<file path="src/hw/smc_pkg.sv">
package smc_pkg;
	// ----------------------------------------------------------------
	// register offsets
	// ----------------------------------------------------------------
	localparam logic [7:0] SMC_ADDR_IDENTITY = 8'h18;
	localparam logic [7:0] SMC_ADDR_INIT3 = 8'h1a;
	localparam logic [7:0] SMC_ADDR_SCRATCHPAD = 8'h1b;
	localparam logic [7:0] SMC_ADDR_PWR = 8'h1c;
	localparam logic [7:0] SMC_ADDR_XDRV = 8'h20;
	localparam logic [7:0] SMC_ADDR_YDRV = 8'h21;
	localparam logic [7:0] SMC_ADDR_ZDRV = 8'h22;
	// ----------------------------------------------------------------
	// values and fields
	// ----------------------------------------------------------------
	localparam logic [7:0] SMC_IDENTITY_VAL = 8'h5a; // arbitrary value
	localparam logic [7:0] SMC_RESET_VAL = 8'h00;
	localparam logic [7:0] SMC_PWR_RD_MASK = 8'h77;
	localparam logic [7:0] SMC_YDRV_ACTIVE_VAL = 8'h80;
	localparam logic [7:0] SMC_YDRV_IDLE_VAL = 8'h00;
	localparam int SMC_POS_BIT = 2;
	localparam int SMC_NEG_BIT = 3;
	localparam int SMC_ACT_LSB = 0;
	localparam int SMC_WATCH_LSB = 4;
	localparam int SMC_HS_BIT = 7;
	// power setting codes
	localparam logic [2:0] SMC_PS_LOW = 3'h0;
	localparam logic [2:0] SMC_PS_ULTRA = 3'h3;
	localparam logic [2:0] SMC_PS_PREC = 3'h4;
	// operating mode codes seen on the mode input
	localparam logic [2:0] SMC_MODE_SLEEP = 3'h0;
	localparam logic [2:0] SMC_MODE_STANDBY = 3'h1;
endpackage : smc_pkg

</file>
<file path="src/hw/smc_regs.sv">
`timescale 1ns/10ps
`default_nettype none
// Contract
// - identity register reads a fixed code, writes ignored.
// - scratchpad stores and returns any byte, no side effect.
// - bits 2:0 pick active power setting; 000 low, 011 ultra, 100 precision.
// - bits 6:4 pick watch power setting, same codes.
// - high-speed serial enable bit always reads zero.
// - x drive register is write-only, drives x self-test.
// - x bit 2 drives positive, bit 3 negative, both off by default.
// - y drive reads 0x80 in active modes, 0x00 in sleep or standby.
// - y bit 2 drives positive, bit 3 negative, off by default.
// - z bit 2 drives positive, bit 3 negative, off by default.
module smc_regs
	import smc_pkg::*;
(
	// clock and reset
	input wire logic clk_sys_i,
	input wire logic resetn_i,
	// register port
	input wire logic [7:0] addr_i,
	input wire logic [7:0] wdata_i,
	input wire logic wr_i,
	input wire logic rd_i,
	output logic [7:0] rdata_o,
	// operating mode from the mode controller
	input wire logic [2:0] operating_mode_field_i,
	// power settings
	output logic [2:0] active_power_setting_o,
	output logic [2:0] watch_power_setting_o,
	output logic high_speed_serial_enable_o,
	// self-test drives
	output logic x_positive_drive_o,
	output logic x_negative_drive_o,
	output logic y_positive_drive_o,
	output logic y_negative_drive_o,
	output logic z_positive_drive_o,
	output logic z_negative_drive_o,
	// analog gain select from x drive bit 0
	output logic analog_gain_select_o
);
	// ----------------------------------------------------------------
	// storage
	// ----------------------------------------------------------------
	logic [7:0] init3_r;
	logic [7:0] scratchpad_r;
	logic [7:0] pwr_r;
	logic [7:0] rdata_r;
	logic [7:0] rdata_nxt;
	logic [2:0] axis_wr;
	logic [7:0] axis_val [3];
	logic [2:0] axis_pos;
	logic [2:0] axis_neg;
	logic [2:0] act_ps_r;
	logic [2:0] watch_ps_r;
	logic hs_r;
	logic [5:0] drv_r;
	logic gain_r;

	// is the device in a running mode
	function automatic logic smc_mode_running(input logic [2:0] m);
		smc_mode_running = (m != SMC_MODE_SLEEP) && (m != SMC_MODE_STANDBY);
	endfunction : smc_mode_running

	// init word three resets to zero and keeps writes; host also loads zeros after reset
	always_ff @(posedge clk_sys_i or negedge resetn_i) begin
		if (!resetn_i) begin
			init3_r <= SMC_RESET_VAL;
		end else if (wr_i && addr_i == SMC_ADDR_INIT3) begin
			init3_r <= wdata_i;
		end
	end

	// scratchpad has no effect on anything else
	always_ff @(posedge clk_sys_i or negedge resetn_i) begin
		if (!resetn_i) begin
			scratchpad_r <= SMC_RESET_VAL;
		end else if (wr_i && addr_i == SMC_ADDR_SCRATCHPAD) begin
			scratchpad_r <= wdata_i;
		end
	end

	// power mode: reserved codes are kept as written
	always_ff @(posedge clk_sys_i or negedge resetn_i) begin
		if (!resetn_i) begin
			pwr_r <= SMC_RESET_VAL;
		end else if (wr_i && addr_i == SMC_ADDR_PWR) begin
			pwr_r <= wdata_i;
		end
	end

	// ----------------------------------------------------------------
	// three drive axes
	// ----------------------------------------------------------------
	assign axis_wr[0] = wr_i && addr_i == SMC_ADDR_XDRV;
	assign axis_wr[1] = wr_i && addr_i == SMC_ADDR_YDRV;
	assign axis_wr[2] = wr_i && addr_i == SMC_ADDR_ZDRV;

	generate
		for (genvar g = 0; g < 3; g++) begin : g_axis
			smc_drive_axis u_axis (
				.clk_sys_i(clk_sys_i),
				.resetn_i(resetn_i),
				.wr_i(axis_wr[g]),
				.wdata_i(wdata_i),
				.value_o(axis_val[g]),
				.pos_o(axis_pos[g]),
				.neg_o(axis_neg[g])
			);
		end
	endgenerate

	// ----------------------------------------------------------------
	// registered outputs
	// ----------------------------------------------------------------
	// outputs follow the stored fields, one cycle late so they come from flops
	always_ff @(posedge clk_sys_i or negedge resetn_i) begin
		if (!resetn_i) begin
			act_ps_r <= SMC_PS_LOW;
			watch_ps_r <= SMC_PS_LOW;
			hs_r <= 1'b0;
			drv_r <= '0;
			gain_r <= 1'b0;
		end else begin
			act_ps_r <= pwr_r[SMC_ACT_LSB +: 3];
			watch_ps_r <= pwr_r[SMC_WATCH_LSB +: 3];
			hs_r <= pwr_r[SMC_HS_BIT];
			drv_r <= {axis_neg[2], axis_pos[2], axis_neg[1], axis_pos[1], axis_neg[0], axis_pos[0]};
			gain_r <= axis_val[0][0];
		end
	end

	assign active_power_setting_o = act_ps_r;
	assign watch_power_setting_o = watch_ps_r;
	assign high_speed_serial_enable_o = hs_r;
	assign x_positive_drive_o = drv_r[0];
	assign x_negative_drive_o = drv_r[1];
	assign y_positive_drive_o = drv_r[2];
	assign y_negative_drive_o = drv_r[3];
	assign z_positive_drive_o = drv_r[4];
	assign z_negative_drive_o = drv_r[5];
	assign analog_gain_select_o = gain_r;

	// ----------------------------------------------------------------
	// read path
	// ----------------------------------------------------------------
	// unmapped and write-only addresses read zero
	always_comb begin
		rdata_nxt = 8'h00;
		unique case (addr_i)
			SMC_ADDR_IDENTITY: rdata_nxt = SMC_IDENTITY_VAL;
			SMC_ADDR_INIT3: rdata_nxt = init3_r;
			SMC_ADDR_SCRATCHPAD: rdata_nxt = scratchpad_r;
			SMC_ADDR_PWR: rdata_nxt = pwr_r & SMC_PWR_RD_MASK;
			SMC_ADDR_XDRV: rdata_nxt = 8'h00;
			SMC_ADDR_YDRV: rdata_nxt = smc_mode_running(operating_mode_field_i) ?
				SMC_YDRV_ACTIVE_VAL : SMC_YDRV_IDLE_VAL;
			SMC_ADDR_ZDRV: rdata_nxt = axis_val[2];
			default: rdata_nxt = 8'h00;
		endcase
	end

	// read data only in the cycle after the strobe
	always_ff @(posedge clk_sys_i or negedge resetn_i) begin
		if (!resetn_i) begin
			rdata_r <= 8'h00;
		end else if (rd_i) begin
			rdata_r <= rdata_nxt;
		end else begin
			rdata_r <= 8'h00;
		end
	end

	assign rdata_o = rdata_r;

	// ----------------------------------------------------------------
	// checks: register port
	// ----------------------------------------------------------------
	// identity is a constant, whatever was written to it
	AST_ID_READ: assert property (@(posedge clk_sys_i) disable iff (!resetn_i)
		rd_i && addr_i == SMC_ADDR_IDENTITY |=> rdata_o == SMC_IDENTITY_VAL)
		else $error("identity read wrong");

	// back-to-back write then read must already see the new byte
	AST_SCRATCHPAD_RT: assert property (@(posedge clk_sys_i) disable iff (!resetn_i)
		wr_i && addr_i == SMC_ADDR_SCRATCHPAD ##1 rd_i && addr_i == SMC_ADDR_SCRATCHPAD
		|=> rdata_o == $past(wdata_i, 2))
		else $error("scratchpad round trip wrong");

	// enable bit and reserved bit 3 never read back as one
	AST_PWR_RD: assert property (@(posedge clk_sys_i) disable iff (!resetn_i)
		rd_i && addr_i == SMC_ADDR_PWR |=> rdata_o[7] == 1'b0 && rdata_o[3] == 1'b0)
		else $error("power reserved or enable bit reads one");

	// reserved codes are stored, read back and driven alike
	AST_PWR_CODES: assert property (@(posedge clk_sys_i) disable iff (!resetn_i)
		rd_i && addr_i == SMC_ADDR_PWR |=> rdata_o[2:0] == active_power_setting_o
		&& rdata_o[6:4] == watch_power_setting_o)
		else $error("power codes differ between read-back and outputs");

	// write-only x drive reads as zero
	AST_X_WO: assert property (@(posedge clk_sys_i) disable iff (!resetn_i)
		rd_i && addr_i == SMC_ADDR_XDRV |=> rdata_o == 8'h00)
		else $error("x drive readable");

	// y read-back follows the mode seen with the strobe, not the stored byte
	AST_Y_RD: assert property (@(posedge clk_sys_i) disable iff (!resetn_i)
		rd_i && addr_i == SMC_ADDR_YDRV |=> rdata_o ==
		(smc_mode_running($past(operating_mode_field_i)) ? 8'h80 : 8'h00))
		else $error("y drive read-back wrong");

	// z read-back and z outputs come from one stored byte
	AST_Z_RD: assert property (@(posedge clk_sys_i) disable iff (!resetn_i)
		rd_i && addr_i == SMC_ADDR_ZDRV |=> rdata_o[3:2] == {z_negative_drive_o, z_positive_drive_o})
		else $error("z read-back disagrees with drive outputs");

	// ----------------------------------------------------------------
	// checks: outputs two cycles after a write
	// ----------------------------------------------------------------
	// active power field
	AST_ACT_PS: assert property (@(posedge clk_sys_i) disable iff (!resetn_i)
		wr_i && addr_i == SMC_ADDR_PWR |=> ##1 active_power_setting_o == $past(wdata_i[2:0], 2))
		else $error("active power setting wrong");

	// watch power field
	AST_WATCH_PS: assert property (@(posedge clk_sys_i) disable iff (!resetn_i)
		wr_i && addr_i == SMC_ADDR_PWR |=> ##1 watch_power_setting_o == $past(wdata_i[6:4], 2))
		else $error("watch power setting wrong");

	// enable bit reaches its output although it reads back zero
	AST_HS_OUT: assert property (@(posedge clk_sys_i) disable iff (!resetn_i)
		wr_i && addr_i == SMC_ADDR_PWR |=> ##1 high_speed_serial_enable_o == $past(wdata_i[7], 2))
		else $error("high-speed enable output wrong");

	// x directions
	AST_X_DRV: assert property (@(posedge clk_sys_i) disable iff (!resetn_i)
		wr_i && addr_i == SMC_ADDR_XDRV |=> ##1 x_positive_drive_o == $past(wdata_i[2], 2)
		&& x_negative_drive_o == $past(wdata_i[3], 2))
		else $error("x drive outputs wrong");

	// x bit 0 feeds the gain select
	AST_X_GAIN: assert property (@(posedge clk_sys_i) disable iff (!resetn_i)
		wr_i && addr_i == SMC_ADDR_XDRV |=> ##1 analog_gain_select_o == $past(wdata_i[0], 2))
		else $error("gain select wrong");

	// y positive direction
	AST_Y_DRV: assert property (@(posedge clk_sys_i) disable iff (!resetn_i)
		wr_i && addr_i == SMC_ADDR_YDRV |=> ##1 y_positive_drive_o == $past(wdata_i[2], 2))
		else $error("y drive output wrong");

	// y negative direction
	AST_Y_NEG: assert property (@(posedge clk_sys_i) disable iff (!resetn_i)
		wr_i && addr_i == SMC_ADDR_YDRV |=> ##1 y_negative_drive_o == $past(wdata_i[3], 2))
		else $error("y negative drive wrong");

	// z positive direction
	AST_Z_POS: assert property (@(posedge clk_sys_i) disable iff (!resetn_i)
		wr_i && addr_i == SMC_ADDR_ZDRV |=> ##1 z_positive_drive_o == $past(wdata_i[2], 2))
		else $error("z positive drive wrong");

	// z negative direction
	AST_Z_DRV: assert property (@(posedge clk_sys_i) disable iff (!resetn_i)
		wr_i && addr_i == SMC_ADDR_ZDRV |=> ##1 z_negative_drive_o == $past(wdata_i[3], 2))
		else $error("z drive output wrong");

	// ----------------------------------------------------------------
	// checks: outputs hold unless their own register was written
	// ----------------------------------------------------------------
	// all functional outputs as one word for the side-effect checks
	logic [13:0] out_vec;
	assign out_vec = {act_ps_r, watch_ps_r, hs_r, drv_r, gain_r};

	// dropped identity writes disturb nothing downstream
	AST_ID_QUIET: assert property (@(posedge clk_sys_i) disable iff (!resetn_i)
		wr_i && addr_i == SMC_ADDR_IDENTITY |=> ##1 $stable(out_vec))
		else $error("identity write disturbed an output");

	// scratchpad writes touch nothing but the scratchpad
	AST_SCRATCHPAD_QUIET: assert property (@(posedge clk_sys_i) disable iff (!resetn_i)
		wr_i && addr_i == SMC_ADDR_SCRATCHPAD |=> ##1 $stable(out_vec))
		else $error("scratchpad write disturbed an output");

	// power outputs move only two cycles after a power write
	AST_PWR_HOLD: assert property (@(posedge clk_sys_i) disable iff (!resetn_i)
		!(wr_i && addr_i == SMC_ADDR_PWR) |=> ##1 $stable({active_power_setting_o,
		watch_power_setting_o, high_speed_serial_enable_o}))
		else $error("power outputs moved without a write");

	// x outputs move only after an x write
	AST_X_HOLD: assert property (@(posedge clk_sys_i) disable iff (!resetn_i)
		!(wr_i && addr_i == SMC_ADDR_XDRV) |=> ##1 $stable({x_positive_drive_o, x_negative_drive_o}))
		else $error("x drive moved without a write");

	// y outputs move only after a y write
	AST_Y_HOLD: assert property (@(posedge clk_sys_i) disable iff (!resetn_i)
		!(wr_i && addr_i == SMC_ADDR_YDRV) |=> ##1 $stable({y_positive_drive_o, y_negative_drive_o}))
		else $error("y drive moved without a write");

	// z outputs move only after a z write
	AST_Z_HOLD: assert property (@(posedge clk_sys_i) disable iff (!resetn_i)
		!(wr_i && addr_i == SMC_ADDR_ZDRV) |=> ##1 $stable({z_positive_drive_o, z_negative_drive_o}))
		else $error("z drive moved without a write");

	// ----------------------------------------------------------------
	// checks: reset defaults, first edge after release
	// ----------------------------------------------------------------
	// scratchpad, power and z drive bytes back at zero
	AST_RESET_ZERO: assert property (@(posedge clk_sys_i)
		$rose(resetn_i) |-> scratchpad_r == 8'h00 && pwr_r == 8'h00 && axis_val[2] == 8'h00)
		else $error("registers not zero after reset");

	// both power settings back at low power
	AST_PS_DEFAULT: assert property (@(posedge clk_sys_i)
		$rose(resetn_i) |-> active_power_setting_o == SMC_PS_LOW && watch_power_setting_o == SMC_PS_LOW)
		else $error("power settings not low after reset");

	// x drive disabled
	AST_X_DEFAULT: assert property (@(posedge clk_sys_i)
		$rose(resetn_i) |-> !x_positive_drive_o && !x_negative_drive_o)
		else $error("x drive active after reset");

	// y drive disabled
	AST_Y_DEFAULT: assert property (@(posedge clk_sys_i)
		$rose(resetn_i) |-> !y_positive_drive_o && !y_negative_drive_o)
		else $error("y drive active after reset");

	// z drive disabled
	AST_Z_DEFAULT: assert property (@(posedge clk_sys_i)
		$rose(resetn_i) |-> !z_positive_drive_o && !z_negative_drive_o)
		else $error("z drive active after reset");

	// ----------------------------------------------------------------
	// coverage of the main scenarios
	// ----------------------------------------------------------------
	// identity read
	COV_ID: cover property (@(posedge clk_sys_i) disable iff (!resetn_i)
		rd_i && addr_i == SMC_ADDR_IDENTITY);
	// precision and ultra-low power side by side
	COV_PREC: cover property (@(posedge clk_sys_i) disable iff (!resetn_i)
		active_power_setting_o == SMC_PS_PREC && watch_power_setting_o == SMC_PS_ULTRA);
	// y read-back in a running mode
	COV_Y_ACTIVE: cover property (@(posedge clk_sys_i) disable iff (!resetn_i)
		rd_i && addr_i == SMC_ADDR_YDRV && smc_mode_running(operating_mode_field_i));
	// write then read with no gap, the tightest spacing the bus allows
	COV_B2B: cover property (@(posedge clk_sys_i) disable iff (!resetn_i)
		wr_i && addr_i == SMC_ADDR_SCRATCHPAD ##1 rd_i && addr_i == SMC_ADDR_SCRATCHPAD);
	// a reserved code driven out unchanged
	COV_RES_CODE: cover property (@(posedge clk_sys_i) disable iff (!resetn_i)
		active_power_setting_o == 3'h7);
endmodule : smc_regs
`default_nettype wire

</file>
<file path="src/hw/smc_drive_axis.sv">
`timescale 1ns/10ps
`default_nettype none
// ----------------------------------------------------------------
// one axis of self-test drive: stores bits and exposes directions
// ----------------------------------------------------------------
module smc_drive_axis
	import smc_pkg::*;
(
	// clock and reset
	input wire logic clk_sys_i,
	input wire logic resetn_i,
	// write side
	input wire logic wr_i,
	input wire logic [7:0] wdata_i,
	// stored value and directions
	output logic [7:0] value_o,
	output logic pos_o,
	output logic neg_o
);
	logic [7:0] value_r;

	// direction bits default to disabled
	always_ff @(posedge clk_sys_i or negedge resetn_i) begin
		if (!resetn_i) begin
			value_r <= SMC_RESET_VAL;
		end else if (wr_i) begin
			value_r <= wdata_i;
		end
	end

	assign value_o = value_r;
	assign pos_o = value_r[SMC_POS_BIT];
	assign neg_o = value_r[SMC_NEG_BIT];
endmodule : smc_drive_axis
`default_nettype wire

</file>
<file path="config.mk">
export PLATFORM = sky130hd
export DESIGN_NAME = smc_regs
export DESIGN_NICKNAME = d
export VERILOG_FILES = /design/src/hw/smc_pkg.sv /design/src/hw/smc_regs.sv /design/src/hw/smc_drive_axis.sv
export SDC_FILE = /design/constraint.sdc
export NUM_CORES = 1
export LEC_CHECK = 0
export ABC_AREA = 1
export BUFFER_PORTS_ARGS = -buffer_cell sky130_fd_sc_hd__buf_2
export CELL_PAD_IN_SITES_DETAIL_PLACEMENT = 1
export CELL_PAD_IN_SITES_GLOBAL_PLACEMENT = 1
export CORE_AREA = 4 4 91 93
export CTS_CLUSTER_DIAMETER = 80
export DETAILED_ROUTE_END_ITERATION = 16
export DIE_AREA = 0 0 95 97
export GPL_TIMING_DRIVEN = 0
export PLACE_DENSITY = 0.63
export SETUP_SLACK_MARGIN = 0.15
export SLEW_MARGIN = 10
export SYNTH_ARGS = -nofsm -noshare
export SYNTH_HDL_FRONTEND = slang
export SYNTH_SLANG_ARGS = --single-unit
</file>
<file path="constraint.sdc">
create_clock -name clk_sys_i -period 1.2 [get_ports clk_sys_i]
set_clock_uncertainty 0.1 [all_clocks]
set_input_delay 0.12 -clock clk_sys_i [delete_from_list [all_inputs] [get_ports clk_sys_i]]
set_output_delay 0.12 -clock clk_sys_i [all_outputs]
set_load 0.1 [all_outputs]
</file>
==> results.txt <==
----------------------------------------------------
[Outcome]
  Result of the run ... complete, but fails checks
  Failing checks ... negative hold slack

[Route]
  Via-to-Cell Ratio ... 4.64
  Detailed-route via count ... 2116
  Post-DRT Antenna Nets ... 0
  Wirelength per Cell ... 16.0 microns
  Routed wire length ... 7300 microns
  DRC errors left ... 0
  DRT iter0 DRCs ... 66
  DRT Pass-1 Iters ... 4

[Timing]
  Achievable Freq ... 872 MHz
  Worst Setup Slack, final ... about 0.053 ns
  Tightest Pin Transition ... 0.735 ns
  Slew headroom ... 51.0%
  Final worst-path cycle share ... 95.6%
  Total count of hold-check failures in the final report ... 58
  Final Slew Violations ... 0
  Setup repair after global routing missed its margin ... true
  Finish-stage setup viols ... 0
  Min cycle time layout ... between 1 and 1.5 ns
  Post-route worst hold slack ... -0.261 ns

[Job]
  Max-cap violations ... 0

[Clock tree]
  Hold-fix buffer count after cts ... 8
  CTS tree ... yes
  TritonCTS Buffers ... 9
  CTS H-tree lvls ... 3
  Worst skew pair latency ... 0.34 ns
  Master cell of the clock root buffer ... sky130_fd_sc_hd__clkbuf_8
  Clock slew at the register clock pins of the worst setup and hold paths ... approximately 0.070 ns
  Maximum clock path buffer count ... 2
  TritonCTS sink count ... 58

[Final layout]
  Signed area change from the synthesized netlist to the final layout ... 48.1%
  Fin nets ... 372
  # fillers ... 856
  Count of non-filler cells in the finished layout ... 456
  Post-route cell area ... roughly 3800 sq um
  Layout Utilization ... 50.3%
  Antenna cell count ... 0
  Layout cell share with drive strength beyond 1 ... between 40 and 50%

[Yosys]
  Number of distinct library cells after synthesis ... 21
  Top cell type's share of synthesized area ... 56.8%
  Number of synthesized register bits ... 58
  Cell type contributing the most total cell area after synthesis ... sky130_fd_sc_hd__dfrtp_1
  Sequential element share of the synthesized area ... between 50% and 60%
  Post-Syn Nets ... ~290
  Area contributors post-synth ... sky130_fd_sc_hd__dfrtp_1 (57%), sky130_fd_sc_hd__nand2_1 (9.0%), sky130_fd_sc_hd__o21ai_0 (6.7%), sky130_fd_sc_hd__nand3_1 (4.5%), sky130_fd_sc_hd__nor2_1 (3.4%)
  Post-synthesis area per instance ... around 9.7 sq um
  Mapped Area ... approximately 2600 sq um
  Yosys warnings ... 0
  Number of cells produced by synthesis ... 263

[Power and ir drop]
  Internal portion of total power ... 0.00317 W
  Overall power after layout ... 0.00442 W
  Switching power total ... ~0.0013 W
  Portion of total power attributed to the clock network ... 38.0%
  Portion of total power attributed to combinational logic ... 14.2%
  Switching fraction of total power ... 28.4%
  Power per cell area ... 1170 nW/um^2
  Register share of total power ... between 40 and 50%
  Worst supply voltage drop on vdd ... 0.000492 V
  Static Leakage ... 1.91 nW

[Floorplanning]
  Effective utilization at floorplan ... 34.0%
  # rows ... 32
  Die Width ... 95 microns
  I/O pin cnt ... 45
  Die outline area ... 9220 sq um
  Overall die height ... 97 microns
  Area inside the core boundary ... 7530 sq um

[Critical path]
  Setup crit end kind ... output port
  Crit Reg-Reg Startpoint ... init3_r[1]
  Crit Reg-Reg Endpoint ... rdata_o[1]
  Critical Path AT ... 0.93 ns
  Cell type of the slowest stage on the worst timing path ... sky130_fd_sc_hd__dfrtp_2
  Worst reg2reg path depth ... 4
  Type of the worst setup path ... reg -> out
  Critical-path cell list ... buf_6
  Kind of cell adding the most delay to the critical path ... flip-flops
  Delay contributed by the slowest stage of the critical path ... 0.40 ns
  Kind of start point of the critical path ... register
  Slack of the worst reg-to-reg path ... 0.21 ns
  Data required time of the worst path ... 0.98 ns
  Critical-path maximum fanout ... 1
  Number of buffers and inverters on the critical path ... 1

[Placement]
  Setup Slack @ Placement ... -0.298 ns
  Instance area at placement ... 2970 sq um
  Global placer's final weighted congestion ... 0.784
  Instance count after placement with tap cells included ... 408
  DP HPWL ... 4570 microns
  IO buf count ... 43

[GRT]
  First-pass GRT wire length ... 11400 microns
  Pin count of the biggest net entering global routing ... 59
  Via count of the first global-routing pass ... 2145
  Leftover overflow at the end of global routing ... 0
  GRT Util Overall ... 16.5%
  Number of antenna violations at the first check in global routing ... 0

[Worst hold path]
  Class of the worst hold path ... in -> async

----------------------------------------------------
routing by layer:
layer	vias to the layer above	share of wire (%)	global-route usage, %
li1	1023	-	-
met4	0	1.9	6.33
met1	1041	46	22.2
met5	-	0	0
met2	40	49	25.6
met3	12	3.4	3.73
cell families (layout without fill, tap and decap cells):
family	count (synthesis)	after routing	synth area share, %
flip-flops	58	58	56.8
buffers and inverters	27	117	5.67
AND/OR/NAND/NOR	137	138	29.2
AO/OA/AOI/OAI	41	41	8.41
through the flow:
step	TNS [ns]	hold WS, ns
6_report	0	-0.261
5_1_grt	0	-0.216
4_1_cts	0	-0.233
3_5_place_dp	-8.64	0.138
3_3_place_gp	-23.92	0.253
2_1_floorplan	0	-0.276
worst max-delay path by stage:
stage | from | endpoint | slack [ns] | cells past startpoint
floorplan | addr_i[5] | scratchpad_r[3] | 0.11 | 8
global placement | resetn_i | drv_r[2] | -0.34 | 1
detailed placement | addr_i[5] | g_axis[2].u_axis.value_o[1] | -0.30 | 7
CTS | watch_power_setting_o[0] | watch_power_setting_o[0] | 0.04 | 1
global route | active_power_setting_o[2] | active_power_setting_o[2] | 0.02 | 1
finish | active_power_setting_o[2] | active_power_setting_o[2] | 0.05 | 1
cells in the mapped netlist (all sizes together):
cell type and n:
nand2 72, nand4 1, o21ai 37, or2 1, o21a 4, buf 5
nand3 30, clkbuf 1, dfrtp 58, inv 21, nor2 33
what timing repair did:
item | 4_1_cts | 5_1_grt
gates cloned | 1 | 4
endpoints found under the setup margin | 37 | 60
gates resized for setup | 50 | 50
buffers inserted | 3 | 16
pin swaps | 5 | 24
hold endpoints to repair | 88 | 58
power groups by stage:
| stage | registers, W | logic [W] | clock network [W] |
|---|---|---|---|
| after floorplan | 0.00232 | 0.000159 | 0 |
| after global placement | 0.00213 | 0.000518 | 0 |
| after detailed placement | 0.00214 | 0.000526 | 0 |
| after CTS | 0.00211 | 0.000590 | 0.00171 |
| after global routing | 0.00212 | 0.000679 | 0.00181 |
| final | 0.00211 | 0.000629 | 0.00168 |
state kept, by name (all words and copies together), names as in the netlist:
signal                      count
analog_gain_select_o            1
g_axis.u_axis.value_o          13
init3_r                         8
rdata_o                         8
scratchpad_r                    8
drv_r                           6
pwr_r                           7
watch_power_setting_o           3
high_speed_serial_enable_o      1
active_power_setting_o          3
cell type report:
class | count | area (sq um) | area share [%]
inverter | 21 | 104 | 2.74
buffer | 6 | 77.6 | 2.05
timing repair buffer | 74 | 734 | 19.4
sequential | 58 | 1480 | 39.0
clock inverter | 2 | 10.0 | 0.264
clock buffer | 14 | 173 | 4.56
tap | 102 | 128 | 3.37
multi-input combinational | 179 | 1080 | 28.6
cell usage in the layout, fill, tap and decap left out, drive strengths merged:
master / n
dfrtp: 58
dlygate4sd3: 8
nand2: 72
o21ai: 37
nand3: 30
nor2: 34
buf: 67
clkinv: 3
o21a: 4
clkbuf: 19
inv: 20
nand4: 1
or2: 1
(Power assumes the default switching activity.)
